<file path="src/hdl/tcm_pkg.sv">
// Constants, types and helpers of the timer compare-output mode block
package tcm_pkg;

   localparam int CNT_W = 8;
   localparam int ADDR_W = 3;

   // Register offsets
   localparam logic [2:0] ADDR_CTRL_A = 3'h0;
   localparam logic [2:0] ADDR_CTRL_B = 3'h1;
   localparam logic [2:0] ADDR_COUNT = 3'h2;
   localparam logic [2:0] ADDR_CMP_A = 3'h3;
   localparam logic [2:0] ADDR_CMP_B = 3'h4;
   localparam logic [2:0] ADDR_STATUS = 3'h5;

   // Field positions
   localparam int CHAN_A_MODE_LSB = 6;
   localparam int CHAN_B_MODE_LSB = 4;
   localparam int WAVE_LOW_LSB = 0;
   localparam int WAVE_HIGH_BIT = 3;
   localparam int RUN_BIT = 0;
   localparam int ST_OVF_BIT = 0;
   localparam int ST_MATCH_A_BIT = 1;
   localparam int ST_MATCH_B_BIT = 2;

   // Reset values and write masks
   localparam logic [7:0] CTRL_A_RST = 8'h00;
   localparam logic [7:0] CTRL_B_RST = 8'h00;
   localparam logic [7:0] STATUS_RST = 8'h00;
   localparam logic [7:0] COUNT_RST = 8'h00;
   localparam logic [7:0] CMP_RST = 8'h00;
   localparam logic [7:0] CTRL_A_WMASK = 8'hf3;
   localparam logic [7:0] CTRL_B_WMASK = 8'h09;
   localparam logic [7:0] STATUS_MASK = 8'h07;

   localparam logic [7:0] MAX_VAL = 8'hff;
   localparam logic [7:0] BOTTOM_VAL = 8'h00;

   // Waveform mode codes
   localparam logic [2:0] WM_NORMAL = 3'h0;
   localparam logic [2:0] WM_PHASE_FIX = 3'h1;
   localparam logic [2:0] WM_CLR_MATCH = 3'h2;
   localparam logic [2:0] WM_FAST_FIX = 3'h3;
   localparam logic [2:0] WM_PHASE_CMP = 3'h5;
   localparam logic [2:0] WM_FAST_CMP = 3'h7;

   // Compare output mode codes
   localparam logic [1:0] OM_OFF = 2'h0;
   localparam logic [1:0] OM_TOGGLE = 2'h1;
   localparam logic [1:0] OM_CLEAR = 2'h2;
   localparam logic [1:0] OM_SET = 2'h3;

   typedef enum logic [4:0] {
      WC_NORMAL = 5'b00001,
      WC_CLR_MATCH = 5'b00010,
      WC_FAST = 5'b00100,
      WC_PHASE = 5'b01000,
      WC_RSVD = 5'b10000
   } tcm_wclass_t;

   typedef enum logic [1:0] {
      DIR_UP = 2'b01,
      DIR_DOWN = 2'b10
   } tcm_dir_t;

   function automatic tcm_wclass_t wave_class(input logic [2:0] m);
      tcm_wclass_t c;
      c = WC_RSVD;
      case (m)
         WM_NORMAL: c = WC_NORMAL;
         WM_CLR_MATCH: c = WC_CLR_MATCH;
         WM_FAST_FIX, WM_FAST_CMP: c = WC_FAST;
         WM_PHASE_FIX, WM_PHASE_CMP: c = WC_PHASE;
         default: c = WC_RSVD;
      endcase
      return c;
   endfunction

   function automatic logic top_from_cmp(input logic [2:0] m);
      return (m == WM_CLR_MATCH) || (m == WM_PHASE_CMP) || (m == WM_FAST_CMP);
   endfunction

endpackage

</file>
<file path="src/hdl/tcm_cmp_buf.sv">
// Compare value buffer with immediate or at-top update
module tcm_cmp_buf
   import tcm_pkg::*;
#(
   parameter int W = CNT_W
) (
   // Clock and reset
   input wire logic clk,
   input wire logic nrst,
   // Software write
   input wire logic wr,
   input wire logic [W-1:0] wdata,
   // Update moment
   input wire logic update,
   // Values
   output logic [W-1:0] buf_q,
   output logic [W-1:0] act_q
);

   logic [W-1:0] buf_d;
   logic [W-1:0] act_d;

   always_comb begin
      buf_d = wr ? wdata : buf_q;
      act_d = update ? buf_d : act_q;
   end

   always_ff @(posedge clk) begin
      if (!nrst) begin
         buf_q <= W'(CMP_RST);
         act_q <= W'(CMP_RST);
      end else begin
         buf_q <= buf_d;
         act_q <= act_d;
      end
   end

endmodule

</file>
<file path="src/hdl/tcm_out_unit.sv">
// Compare output waveform unit for one channel
module tcm_out_unit
   import tcm_pkg::*;
#(
   parameter bit CHAN_A = 1'b1
) (
   // Clock and reset
   input wire logic clk,
   input wire logic nrst,
   // Configuration
   input wire logic [1:0] mode,
   input wire tcm_wclass_t wclass,
   input wire logic wave_high,
   // Counter events
   input wire logic match,
   input wire logic at_top,
   input wire logic counting_down,
   input wire logic cmp_eq_top,
   // Output
   output logic wave_q,
   output logic override
);

   logic wave_d;
   logic pwm;
   logic ignore;
   logic eff_match;

   always_comb begin
      pwm = (wclass == WC_FAST) || (wclass == WC_PHASE);
      // Code one in PWM: channel A only with high mode bit, B never
      override = (mode != OM_OFF)
         && !(pwm && mode == OM_TOGGLE && (!CHAN_A || !wave_high));
      ignore = pwm && mode[1] && cmp_eq_top;
      eff_match = match && !ignore;
      wave_d = wave_q;
      if (wclass == WC_NORMAL || wclass == WC_CLR_MATCH) begin
         if (match) begin
            case (mode)
               OM_TOGGLE: wave_d = ~wave_q;
               OM_CLEAR: wave_d = 1'b0;
               OM_SET: wave_d = 1'b1;
               default: wave_d = wave_q;
            endcase
         end
      end else if (pwm) begin
         if (eff_match && mode == OM_TOGGLE && override) begin
            wave_d = ~wave_q;
         end
         if (wclass == WC_FAST) begin
            if (eff_match && mode[1]) begin
               wave_d = (mode == OM_SET);
            end
            if (at_top && mode[1]) begin
               wave_d = (mode == OM_CLEAR);
            end
         end else begin
            if (eff_match && mode == OM_CLEAR) begin
               wave_d = counting_down;
            end
            if (eff_match && mode == OM_SET) begin
               wave_d = !counting_down;
            end
            if (at_top && ignore) begin
               wave_d = (mode == OM_CLEAR);
            end
         end
      end
   end

   always_ff @(posedge clk) begin
      if (!nrst) begin
         wave_q <= 1'b0;
      end else begin
         wave_q <= wave_d;
      end
   end

endmodule

</file>
<file path="src/hdl/tcm_top.sv">
// Timer counter with compare-output mode decode and register port
module tcm_top
   import tcm_pkg::*;
(
   // Clock and reset
   input wire logic REF_CLK,
   input wire logic NRST,
   // Register port
   input wire logic [ADDR_W-1:0] REG_ADDR,
   input wire logic [7:0] REG_WDATA,
   input wire logic REG_WR,
   input wire logic REG_RD,
   output logic [7:0] REG_RDATA,
   // Compare outputs toward the port pins
   output logic CHAN_A_WAVE_PIN,
   output logic CHAN_A_OVERRIDE,
   output logic CHAN_B_WAVE_PIN,
   output logic CHAN_B_OVERRIDE,
   // Status
   output logic OVERFLOW_FLAG,
   output logic [CNT_W-1:0] COUNTER_VALUE
);

   logic [7:0] ctrl_a_q, ctrl_a_d;
   logic [7:0] ctrl_b_q, ctrl_b_d;
   logic [7:0] status_q, status_d;
   logic [7:0] rdata_q, rdata_d;
   logic [CNT_W-1:0] cnt_q, cnt_d;
   logic block_q, block_d;
   tcm_dir_t dir_q, dir_d;

   logic [2:0] waveform_mode;
   tcm_wclass_t wclass;
   logic [1:0] chan_a_output_mode;
   logic [1:0] chan_b_output_mode;
   logic running;
   logic [CNT_W-1:0] top_val;
   logic at_top;
   logic top_event;
   logic ovf_event;
   logic match_a, match_b;
   logic cmp_update;
   logic wr_ctrl_a, wr_ctrl_b, wr_count, wr_cmp_a, wr_cmp_b, wr_status;
   logic [CNT_W-1:0] cmp_a_buf, cmp_a_act;
   logic [CNT_W-1:0] cmp_b_buf, cmp_b_act;
   logic wave_a, wave_b, ovr_a, ovr_b;

   // Mode decode
   always_comb begin
      waveform_mode = {ctrl_b_q[WAVE_HIGH_BIT],
                       ctrl_a_q[WAVE_LOW_LSB +: 2]};
      wclass = wave_class(waveform_mode);
      chan_a_output_mode = ctrl_a_q[CHAN_A_MODE_LSB +: 2];
      chan_b_output_mode = ctrl_a_q[CHAN_B_MODE_LSB +: 2];
      running = ctrl_b_q[RUN_BIT] && (wclass != WC_RSVD);
      top_val = top_from_cmp(waveform_mode) ? cmp_a_act : MAX_VAL;
      at_top = (cnt_q == top_val);
      top_event = running && at_top;
   end

   // Register write decode
   always_comb begin
      wr_ctrl_a = REG_WR && (REG_ADDR == ADDR_CTRL_A);
      wr_ctrl_b = REG_WR && (REG_ADDR == ADDR_CTRL_B);
      wr_count = REG_WR && (REG_ADDR == ADDR_COUNT);
      wr_cmp_a = REG_WR && (REG_ADDR == ADDR_CMP_A);
      wr_cmp_b = REG_WR && (REG_ADDR == ADDR_CMP_B);
      wr_status = REG_WR && (REG_ADDR == ADDR_STATUS);
   end

   // Counter sequence and events
   always_comb begin
      cnt_d = cnt_q;
      dir_d = dir_q;
      block_d = wr_count;
      ovf_event = 1'b0;
      if (running) begin
         unique case (wclass)
            WC_NORMAL: begin
               cnt_d = cnt_q + 1'b1;
               ovf_event = (cnt_q == MAX_VAL);
            end
            WC_CLR_MATCH: begin
               cnt_d = at_top ? BOTTOM_VAL : cnt_q + 1'b1;
               ovf_event = (cnt_q == MAX_VAL);
            end
            WC_FAST: begin
               cnt_d = at_top ? BOTTOM_VAL : cnt_q + 1'b1;
               ovf_event = top_from_cmp(waveform_mode) ? at_top
                  : (cnt_q == MAX_VAL);
            end
            WC_PHASE: begin
               // Up to top, one cycle there, then down to bottom
               if (dir_q == DIR_UP) begin
                  if (at_top) begin
                     dir_d = DIR_DOWN;
                     cnt_d = (cnt_q == BOTTOM_VAL) ? cnt_q : cnt_q - 1'b1;
                  end else begin
                     cnt_d = cnt_q + 1'b1;
                  end
               end else begin
                  if (cnt_q == BOTTOM_VAL) begin
                     dir_d = DIR_UP;
                     cnt_d = at_top ? cnt_q : cnt_q + 1'b1;
                     ovf_event = 1'b1;
                  end else begin
                     cnt_d = cnt_q - 1'b1;
                  end
               end
            end
            WC_RSVD: cnt_d = cnt_q;
         endcase
      end
      if (wclass != WC_PHASE) begin
         dir_d = DIR_UP;
      end
      if (wr_count) begin
         cnt_d = REG_WDATA[CNT_W-1:0];
      end
      match_a = running && !block_q && (cnt_q == cmp_a_act);
      match_b = running && !block_q && (cnt_q == cmp_b_act);
      // Immediate in non-PWM modes, at top in PWM modes
      cmp_update = (wclass == WC_NORMAL) || (wclass == WC_CLR_MATCH) || (wclass == WC_RSVD)
         || top_event;
   end

   always_ff @(posedge REF_CLK) begin
      if (!NRST) begin
         cnt_q <= CNT_W'(COUNT_RST);
         dir_q <= DIR_UP;
         block_q <= 1'b0;
      end else begin
         cnt_q <= cnt_d;
         dir_q <= dir_d;
         block_q <= block_d;
      end
   end

   // Registers and read port
   always_comb begin
      ctrl_a_d = wr_ctrl_a ? (REG_WDATA & CTRL_A_WMASK) : ctrl_a_q;
      ctrl_b_d = wr_ctrl_b ? (REG_WDATA & CTRL_B_WMASK) : ctrl_b_q;
      // Hardware set wins over a write-one clear in the same cycle
      status_d = status_q & ~(wr_status ? REG_WDATA : 8'h00);
      status_d[ST_OVF_BIT] = status_d[ST_OVF_BIT] | ovf_event;
      status_d[ST_MATCH_A_BIT] = status_d[ST_MATCH_A_BIT] | match_a;
      status_d[ST_MATCH_B_BIT] = status_d[ST_MATCH_B_BIT] | match_b;
      status_d = status_d & STATUS_MASK;
      rdata_d = 8'h00;
      if (REG_RD) begin
         case (REG_ADDR)
            ADDR_CTRL_A: rdata_d = ctrl_a_q & CTRL_A_WMASK;
            ADDR_CTRL_B: rdata_d = ctrl_b_q;
            ADDR_COUNT: rdata_d = 8'(cnt_q);
            ADDR_CMP_A: rdata_d = 8'(cmp_a_buf);
            ADDR_CMP_B: rdata_d = 8'(cmp_b_buf);
            ADDR_STATUS: rdata_d = status_q;
            default: rdata_d = 8'h00;
         endcase
      end
   end

   always_ff @(posedge REF_CLK) begin
      if (!NRST) begin
         ctrl_a_q <= CTRL_A_RST;
         ctrl_b_q <= CTRL_B_RST;
         status_q <= STATUS_RST;
         rdata_q <= 8'h00;
      end else begin
         ctrl_a_q <= ctrl_a_d;
         ctrl_b_q <= ctrl_b_d;
         status_q <= status_d;
         rdata_q <= rdata_d;
      end
   end

   tcm_cmp_buf #(.W(CNT_W)) u_cmp_a (
      .clk(REF_CLK),
      .nrst(NRST),
      .wr(wr_cmp_a),
      .wdata(REG_WDATA[CNT_W-1:0]),
      .update(cmp_update),
      .buf_q(cmp_a_buf),
      .act_q(cmp_a_act)
   );

   tcm_cmp_buf #(.W(CNT_W)) u_cmp_b (
      .clk(REF_CLK),
      .nrst(NRST),
      .wr(wr_cmp_b),
      .wdata(REG_WDATA[CNT_W-1:0]),
      .update(cmp_update),
      .buf_q(cmp_b_buf),
      .act_q(cmp_b_act)
   );

   tcm_out_unit #(.CHAN_A(1'b1)) u_out_a (
      .clk(REF_CLK),
      .nrst(NRST),
      .mode(chan_a_output_mode),
      .wclass(wclass),
      .wave_high(waveform_mode[2]),
      .match(match_a),
      .at_top(top_event),
      .counting_down(dir_q == DIR_DOWN),
      .cmp_eq_top(cmp_a_act == top_val),
      .wave_q(wave_a),
      .override(ovr_a)
   );

   tcm_out_unit #(.CHAN_A(1'b0)) u_out_b (
      .clk(REF_CLK),
      .nrst(NRST),
      .mode(chan_b_output_mode),
      .wclass(wclass),
      .wave_high(waveform_mode[2]),
      .match(match_b),
      .at_top(top_event),
      .counting_down(dir_q == DIR_DOWN),
      .cmp_eq_top(cmp_b_act == top_val),
      .wave_q(wave_b),
      .override(ovr_b)
   );

   // Pin direction stays with the port logic outside
   always_comb begin
      REG_RDATA = rdata_q;
      CHAN_A_WAVE_PIN = wave_a;
      CHAN_A_OVERRIDE = ovr_a;
      CHAN_B_WAVE_PIN = wave_b;
      CHAN_B_OVERRIDE = ovr_b;
      OVERFLOW_FLAG = status_q[ST_OVF_BIT];
      COUNTER_VALUE = cnt_q;
   end

endmodule

</file>
<file path="config.mk">
export PLATFORM = sky130hd
export DESIGN_NAME = tcm_top
export DESIGN_NICKNAME = d
export VERILOG_FILES = /design/src/hdl/tcm_pkg.sv /design/src/hdl/tcm_cmp_buf.sv /design/src/hdl/tcm_out_unit.sv /design/src/hdl/tcm_top.sv
export SDC_FILE = /design/constraint.sdc
export NUM_CORES = 1
export LEC_CHECK = 0
export BUFFER_PORTS_ARGS = -buffer_cell sky130_fd_sc_hd__buf_2
export CAP_MARGIN = 15
export CORE_AREA = 2 2 124 126
export CTS_CLUSTER_DIAMETER = 120
export DETAILED_ROUTE_END_ITERATION = 6
export DIE_AREA = 0 0 126 128
export HOLD_SLACK_MARGIN = 0.05
export PLACE_DENSITY_LB_ADDON = 0.08
export SLEW_MARGIN = 30
export SYNTH_ARGS = -nofsm -noshare
export SYNTH_HDL_FRONTEND = slang
export SYNTH_HIERARCHICAL = 1
export SYNTH_SLANG_ARGS = --single-unit
</file>
<file path="constraint.sdc">
create_clock -name REF_CLK -period 3.4 [get_ports REF_CLK]
set_input_delay 0 -clock REF_CLK [delete_from_list [all_inputs] [get_ports REF_CLK]]
set_output_delay 0 -clock REF_CLK [all_outputs]
set_load 0.005 [all_outputs]
</file>
; ---- Word level (Yosys, flattened, before mapping)
; Index checks and enable logic that the tools add are counted.
[word_totals]
ff_bits = 64
input_bits = 15
[op_classes]
add_sub_neg = 2
eq_ne = 38
muxes = 45
bitwise_logic = 8
n_reduce_logical = 67
[op_table]
columns = cell, n
row1 = 8-bit 2-to-1 mux, 11
row2 = 8-bit case mux with 6 select lines, 1
row3 = 8-bit == test, 5
row4 = 1-bit logical AND, 36
row5 = 1-bit 2-to-1 mux, 24
row6 = 8-bit case mux with 3 select lines, 1
row7 = 5-bit case mux with 4 select lines, 1
row8 = "3-bit by 2-bit == test with 1-bit output, second input constant", 4
row9 = "3-bit == test, second input constant", 4
row10 = "2-bit == test, second input constant", 5
row11 = 2-bit nonzero test, 5
row12 = 2-bit OR reduction, 5
row13 = 1-bit case mux with 3 select lines, 3
row14 = 3-bit AND reduction, 3
row15 = "8-bit by 1-bit adder with 8-bit output, second input constant", 1
row16 = "8-bit == test, second input constant", 1
row17 = 8-bit logical NOT, 1
row18 = "2-bit != test, second input constant", 4
row19 = "4-bit by 1-bit != test with 1-bit output, second input constant", 2
row20 = "8-bit by 1-bit subtractor with 8-bit output, second input constant", 1
row21 = 1-bit logical NOT, 7
row22 = "2-bit by 1-bit == test with 1-bit output, second input constant", 3
row23 = "3-bit by 1-bit == test with 1-bit output, second input constant", 2
row24 = 3-bit logical NOT, 2
row25 = other kinds (17), 28

; ---- Longest topological paths before layout
[logic_depth]
ltp_word = 18
depth_mapped = 15
depth_no_buf = 13

; ---- By module
; Netlist, hierarchy kept.
[modules_own_cells]
columns = module, n_inst, cells_each, area_per_inst_um2, seq_area_each_um2
row1 = tcm_top, 1, 350, 2602.5, 600.6
row2 = tcm_cmp_buf, 2, 51, 560.5, 320.3
row3 = tcm_out_unit (u_out_a), 1, 37, 321.6, 20.0
row4 = tcm_out_unit (u_out_b), 1, 42, 304.0, 20.0

; ---- Least setup slack after synthesis
; No wires, ideal clock.
[synth_timing]
path_kind = reg2reg
start = reg ctrl_b_q[3]
end = reg u_out_b.wave_q
setup_ns = 0.129
arrival_ns = 2.975
required_time_ns = 3.271
setup_slack_ns = 0.295
stages_incl_launch_ff = 15
n_path_buf = 2
synth_period_minus_slack_ns = 3.105
cell_sequence = dfxtp_1 buf_4 or3b_4 clkinv_4 a21oi_2 clkbuf_1 a2111oi_0 a21oi_1 a211o_1 nor3_1 inv_1 or3_4 and4b_1 o311ai_1 a31oi_1
[synth_via]
elab_chain_cells = 18
elab_cells_between_ends = 52
cone_classes = eq/ne: 14 / mux: 11 / reduce/logical: 27
[synth_lines]
columns = element, line_no
row1 = from (decl), tcm_top.sv:25  ; logic [7:0] ctrl_b_q, ctrl_b_d;
row2 = from (signal assigned), tcm_top.sv:171  ; ctrl_b_q <= ctrl_b_d;
row3 = "3-bit == test, or another cell as far along", tcm_pkg.sv:68  ; case (m)
row4 = 2-bit OR reduction, tcm_pkg.sv:68
row5 = 5-bit case mux with 4 select lines *, tcm_pkg.sv:68
row6 = via wclass[1], tcm_top.sv:33  ; tcm_wclass_t wclass;
row7 = 5-bit by 3-bit == test with 1-bit output / 5-bit by 4-bit == test with 1-bit output (equally long branches), "tcm_out_unit.sv:30, tcm_out_unit.sv:50"
row8 = 1-bit logical OR, tcm_out_unit.sv:30  ; pwm = (wclass == WC_FAST) || (wclass == WC_PHASE);
row9 = 1-bit logical AND (2 in a row), tcm_out_unit.sv:34  ; ignore = pwm && mode[1] && cmp_eq_top;
row10 = 1-bit logical NOT, tcm_out_unit.sv:35  ; eff_match = match && !ignore;
row11 = 1-bit logical AND, tcm_out_unit.sv:35
row12 = 1-bit logical AND (2 in a row), tcm_out_unit.sv:47  ; if (eff_match && mode == OM_TOGGLE && override) begin
row13 = 1-bit 2-to-1 mux, tcm_out_unit.sv:47
row14 = 1-bit 2-to-1 mux, tcm_out_unit.sv:58  ; if (eff_match && mode == OM_CLEAR) begin
row15 = 1-bit 2-to-1 mux, tcm_out_unit.sv:61  ; if (eff_match && mode == OM_SET) begin
row16 = 1-bit 2-to-1 mux, tcm_out_unit.sv:64  ; if (at_top && ignore) begin
row17 = 1-bit 2-to-1 mux, tcm_out_unit.sv:50  ; if (wclass == WC_FAST) begin
row18 = 1-bit 2-to-1 mux, tcm_out_unit.sv:46  ; end else if (pwm) begin
row19 = 1-bit 2-to-1 mux, tcm_out_unit.sv:37  ; if (wclass == WC_NORMAL || wclass == WC_CLR_MATCH) begin
row20 = to (signal assigned), tcm_out_unit.sv:75  ; wave_q <= wave_d;
row21 = to (decl), tcm_out_unit.sv:20  ; output logic wave_q,
; The timed path passes the listed nets; every way through them passes the cells marked *. The select of a mux whose other input is x is not followed.
; A chain may end at the register's enable or synchronous reset.

; ---- Final worst setup path
; Same ends and word-level chain as after synthesis.

==> metrics.md <==
| Metric | Value |
|---|---|
| Fill count | 1564 |
| Max Cap Viol | 0 |
| 1st-pass router iterations | 5 |
| Ranking of synthesized cells by area | dfxtp_1 29%, mux2i_1 6.7%, a21oi_1 4.5%, nor2_1 4.2%, o21ai_0 3.9% |
| Total wire length | 15.4 mm |
| Multi-input gate area | 0.00287 mm^2 |
| Initial Util | 29.3% |
| Hold WS | 77.7 ps |
| Layout area overhead | 19.4% |
| Cell Pwr Density | 414 mW/mm^2 |
| Synthesized instance count | 531 |
| Core area | 0.0149 mm^2 |
| Cell Area, Placed | 0.00476 mm^2 |
| Fin. Hold Viols | 0 |
| Die H | 128 um |
| CTS HTree Levels | 3 |
| Vias | 4290 |
| Top-area cell type share of the netlist area | 29.5% |
| Ys Warns | 6 |
| Post-route insts no fill | 766 |
| Largest net degree at the start of global routing | 33 |
| Die width | 126 um |
| Worst-case clock buffer depth | 2 |
| Avg Inst Size Synth | 8.19 um^2 |
| Sequential fraction of the synthesis area | 29.5% |
| Dominant cell type by area after synthesis | dfxtp_1 |
| Final setup fails | 0 |
| IO buf count | 35 |
| Ports | 36 |
| Synth cell types | 81 |
| Worst vdd ir | 289 uV |
| Worst Setup End Kind | flip-flop |
| Fmax | 327 MHz |
| Post-layout minimum cycle time | 3050 ps |
| Cells after DPL | 743 |
| Syn_nets | 549 |
| Drt via density | 5.60 |
| CTS tree | done |
| Worst Hold Class | in2reg |
| Diode count | 0 |
| Worst Path Required | 3620 ps |
| Average wire per standard cell | 20.1 um |
| Layout cells sized above 1 | 17.6% |
| Net count, final | 592 |
| Post-CTS setup buffers | 0 |
| Least-Margin Pin Slew | 957 ps |
| EDFF count, synth | 0 |
| Worst Skew | 6.94 ps |
| Routed Antenna Nets | 0 |
| Asr flop ratio synth | 0% |
| CP Data Arrival Time | 3270 ps |
| Clk_lat worst skew | 340 ps |
| GR Overflow Total | 0 |
| CTS sink cnt | 64 |
| Setup TNS | 0 ps |
| Final Instance Area | 0.00519 mm^2 |
| RD Place Congestion | 0.862 |
| Site Rows | 45 |
| Crit path kind | reg2reg |
| Max-slew violation count | 0 |
| Prevailing post-synth register cell | dfxtp_1 |
| Final Cycle Share | 89.8% |
| Residual DRC count | 0 |
| Initial antenna violation count | 0 |
| Vias in the first global route | 4098 |
| Die Area | 0.0161 mm^2 |
| Storage element area | 0.00128 mm^2 |
| Setup repair after global routing missed its margin | false |
| Post-synthesis cell area | 0.00435 mm^2 |
| P_leak | 1.94 nW |
| Status | complete, no violations |
| Seq cells post-synth | 64 |
| Hpwl dp | 11.5 mm |
| First-pass GRT wire length | 24.1 mm |
| Cts bufs inserted | 9 |
| Rel. slew slack | 35.7% |
| Root buffer cell | clkbuf_16 |
| Gr usage total | 19.4% |
| Worst-path fanout max | 7 |
| Worst-path clk slew | 60 ps |
| Iter 0 DRT Violations | 260 |
| Crit path launch type | flip-flop |
[through the flow]
stage / worst slack [ps] / util, % / total power [mW]
floorplan: 295 / - / 0.963
global placement: 274 / 32.0 / 1.05
detailed placement: 223 / 32.0 / 1.05
CTS: 213 / 34.9 / 2.17
global route: 107 / 34.9 / 2.22
finish: 345 / 34.9 / 2.15
[state kept, by name (all words and copies together) (netlist names)]
signal	cells
u_cmp_a/act_q	8
u_cmp_b/act_q	8
u_out_a/wave_q	1
status_q	3
u_cmp_a/buf_q	8
block_q	1
u_cmp_b/buf_q	8
ctrl_a_q	6
dir_q	2
ctrl_b_q	2
COUNTER_VALUE	8
u_out_b/wave_q	1
REG_RDATA	8
[routing by layer]
layer	global-route usage [%]	share of wire (%)
met5	0	0
met4	7.30	2.6
met3	3.71	4.9
met2	31.4	46
met1	25.6	46
[cells in the mapped netlist (4+ instances only)]
master	count
a21o_1	5
xnor2_1	14
buf_6	5
o22ai_1	6
nor4bb_1	4
nor3b_1	4
nor3_1	15
mux2i_1	29
a31oi_1	5
nand2_1	28
nor2b_1	26
nor2_1	49
mux2_2	4
nand4_1	7
xor2_1	11
or3_1	6
clkbuf_1	23
dfxtp_1	64
nor4_1	10
nand2b_1	8
o211ai_1	5
and3_1	8
o22a_1	4
and2_1	4
inv_1	7
a22oi_1	18
nand3_1	8
o21ai_1	4
o21ai_0	34
a21oi_1	39
[layout by cell type (no fill, tap or decap), drive strengths merged, types with 9 or more instances in the layout]
cell / count
dfxtp: 64
buf: 58
nor2: 49
a21oi: 40
o21ai: 38
mux2i: 29
nand2: 29
nor2b: 26
a22oi: 18
nor3: 16
xnor2: 14
xor2: 12
nor4: 10
clkbuf: 10
and3: 9
or3: 9
[worst paths after layout]
check / from / end / slack (ps) / cells past startpoint
setup / recovery: ctrl_b_q[3] / u_out_b/wave_q / 350 / 13
hold / removal: REG_WDATA[1] / ctrl_a_q[1] / 80 / 3
setup reg to reg: ctrl_b_q[3] / u_out_b/wave_q / 350 / 13
hold reg to reg: dir_q[0] / dir_q[0] / 530 / 2
[critical path, cell delays in order (launching register included)]
cell and delay, ps:
dfxtp_1 310, or3b_4 430, clkinv_4 60, a21oi_2 60, buf_4 180, nor3_1 170
nor2_1 60, a211o_1 280, nor3_2 320, inv_1 100, or3_4 410, and4b_1 210
o311ai_1 230, a31oi_1 120
[layout make-up]
type,count,share of cell area [%]
clock buffer,10,4.60
clock inverter,5,2.00
inverter,8,0.675
multi-input combinational,425,55.3
sequential,64,24.7
tap,188,4.53
timing repair buffer,66,8.24
[power by group]
group	internal, mW	switching (mW)	total (mW)	leakage [nW]
combinational	0.103	0.142	0.245	1.25
clock	0.734	0.368	1.10	0.169
sequential	0.768	0.0329	0.801	0.518
[kinds of logic (layout without fill, tap and decap cells)]
| logic type | count (synthesis) | in the layout | share of synthesized area [%] |
|---|---|---|---|
| buffers and inverters | 42 | 89 | 4.89 |
| adders and majority gates | 3 | 3 | 0.863 |
| muxes | 33 | 33 | 7.71 |
| DFF | 64 | 64 | 29.5 |
| and+or+nand+nor | 200 | 200 | 26.1 |
| xor gates and xnor gates | 26 | 26 | 5.41 |
| AOI/OAI and AO/OA | 163 | 163 | 25.6 |
[repair_timing]
item | 4_1_cts | 5_1_grt
endpoints found under the hold margin | 10 | 0
endpoints found under the setup margin | 0 | 1
gates resized for setup | 0 | 1
hold buffers | 8 | 0
Note: power is estimated with default switching activity, not from simulation.
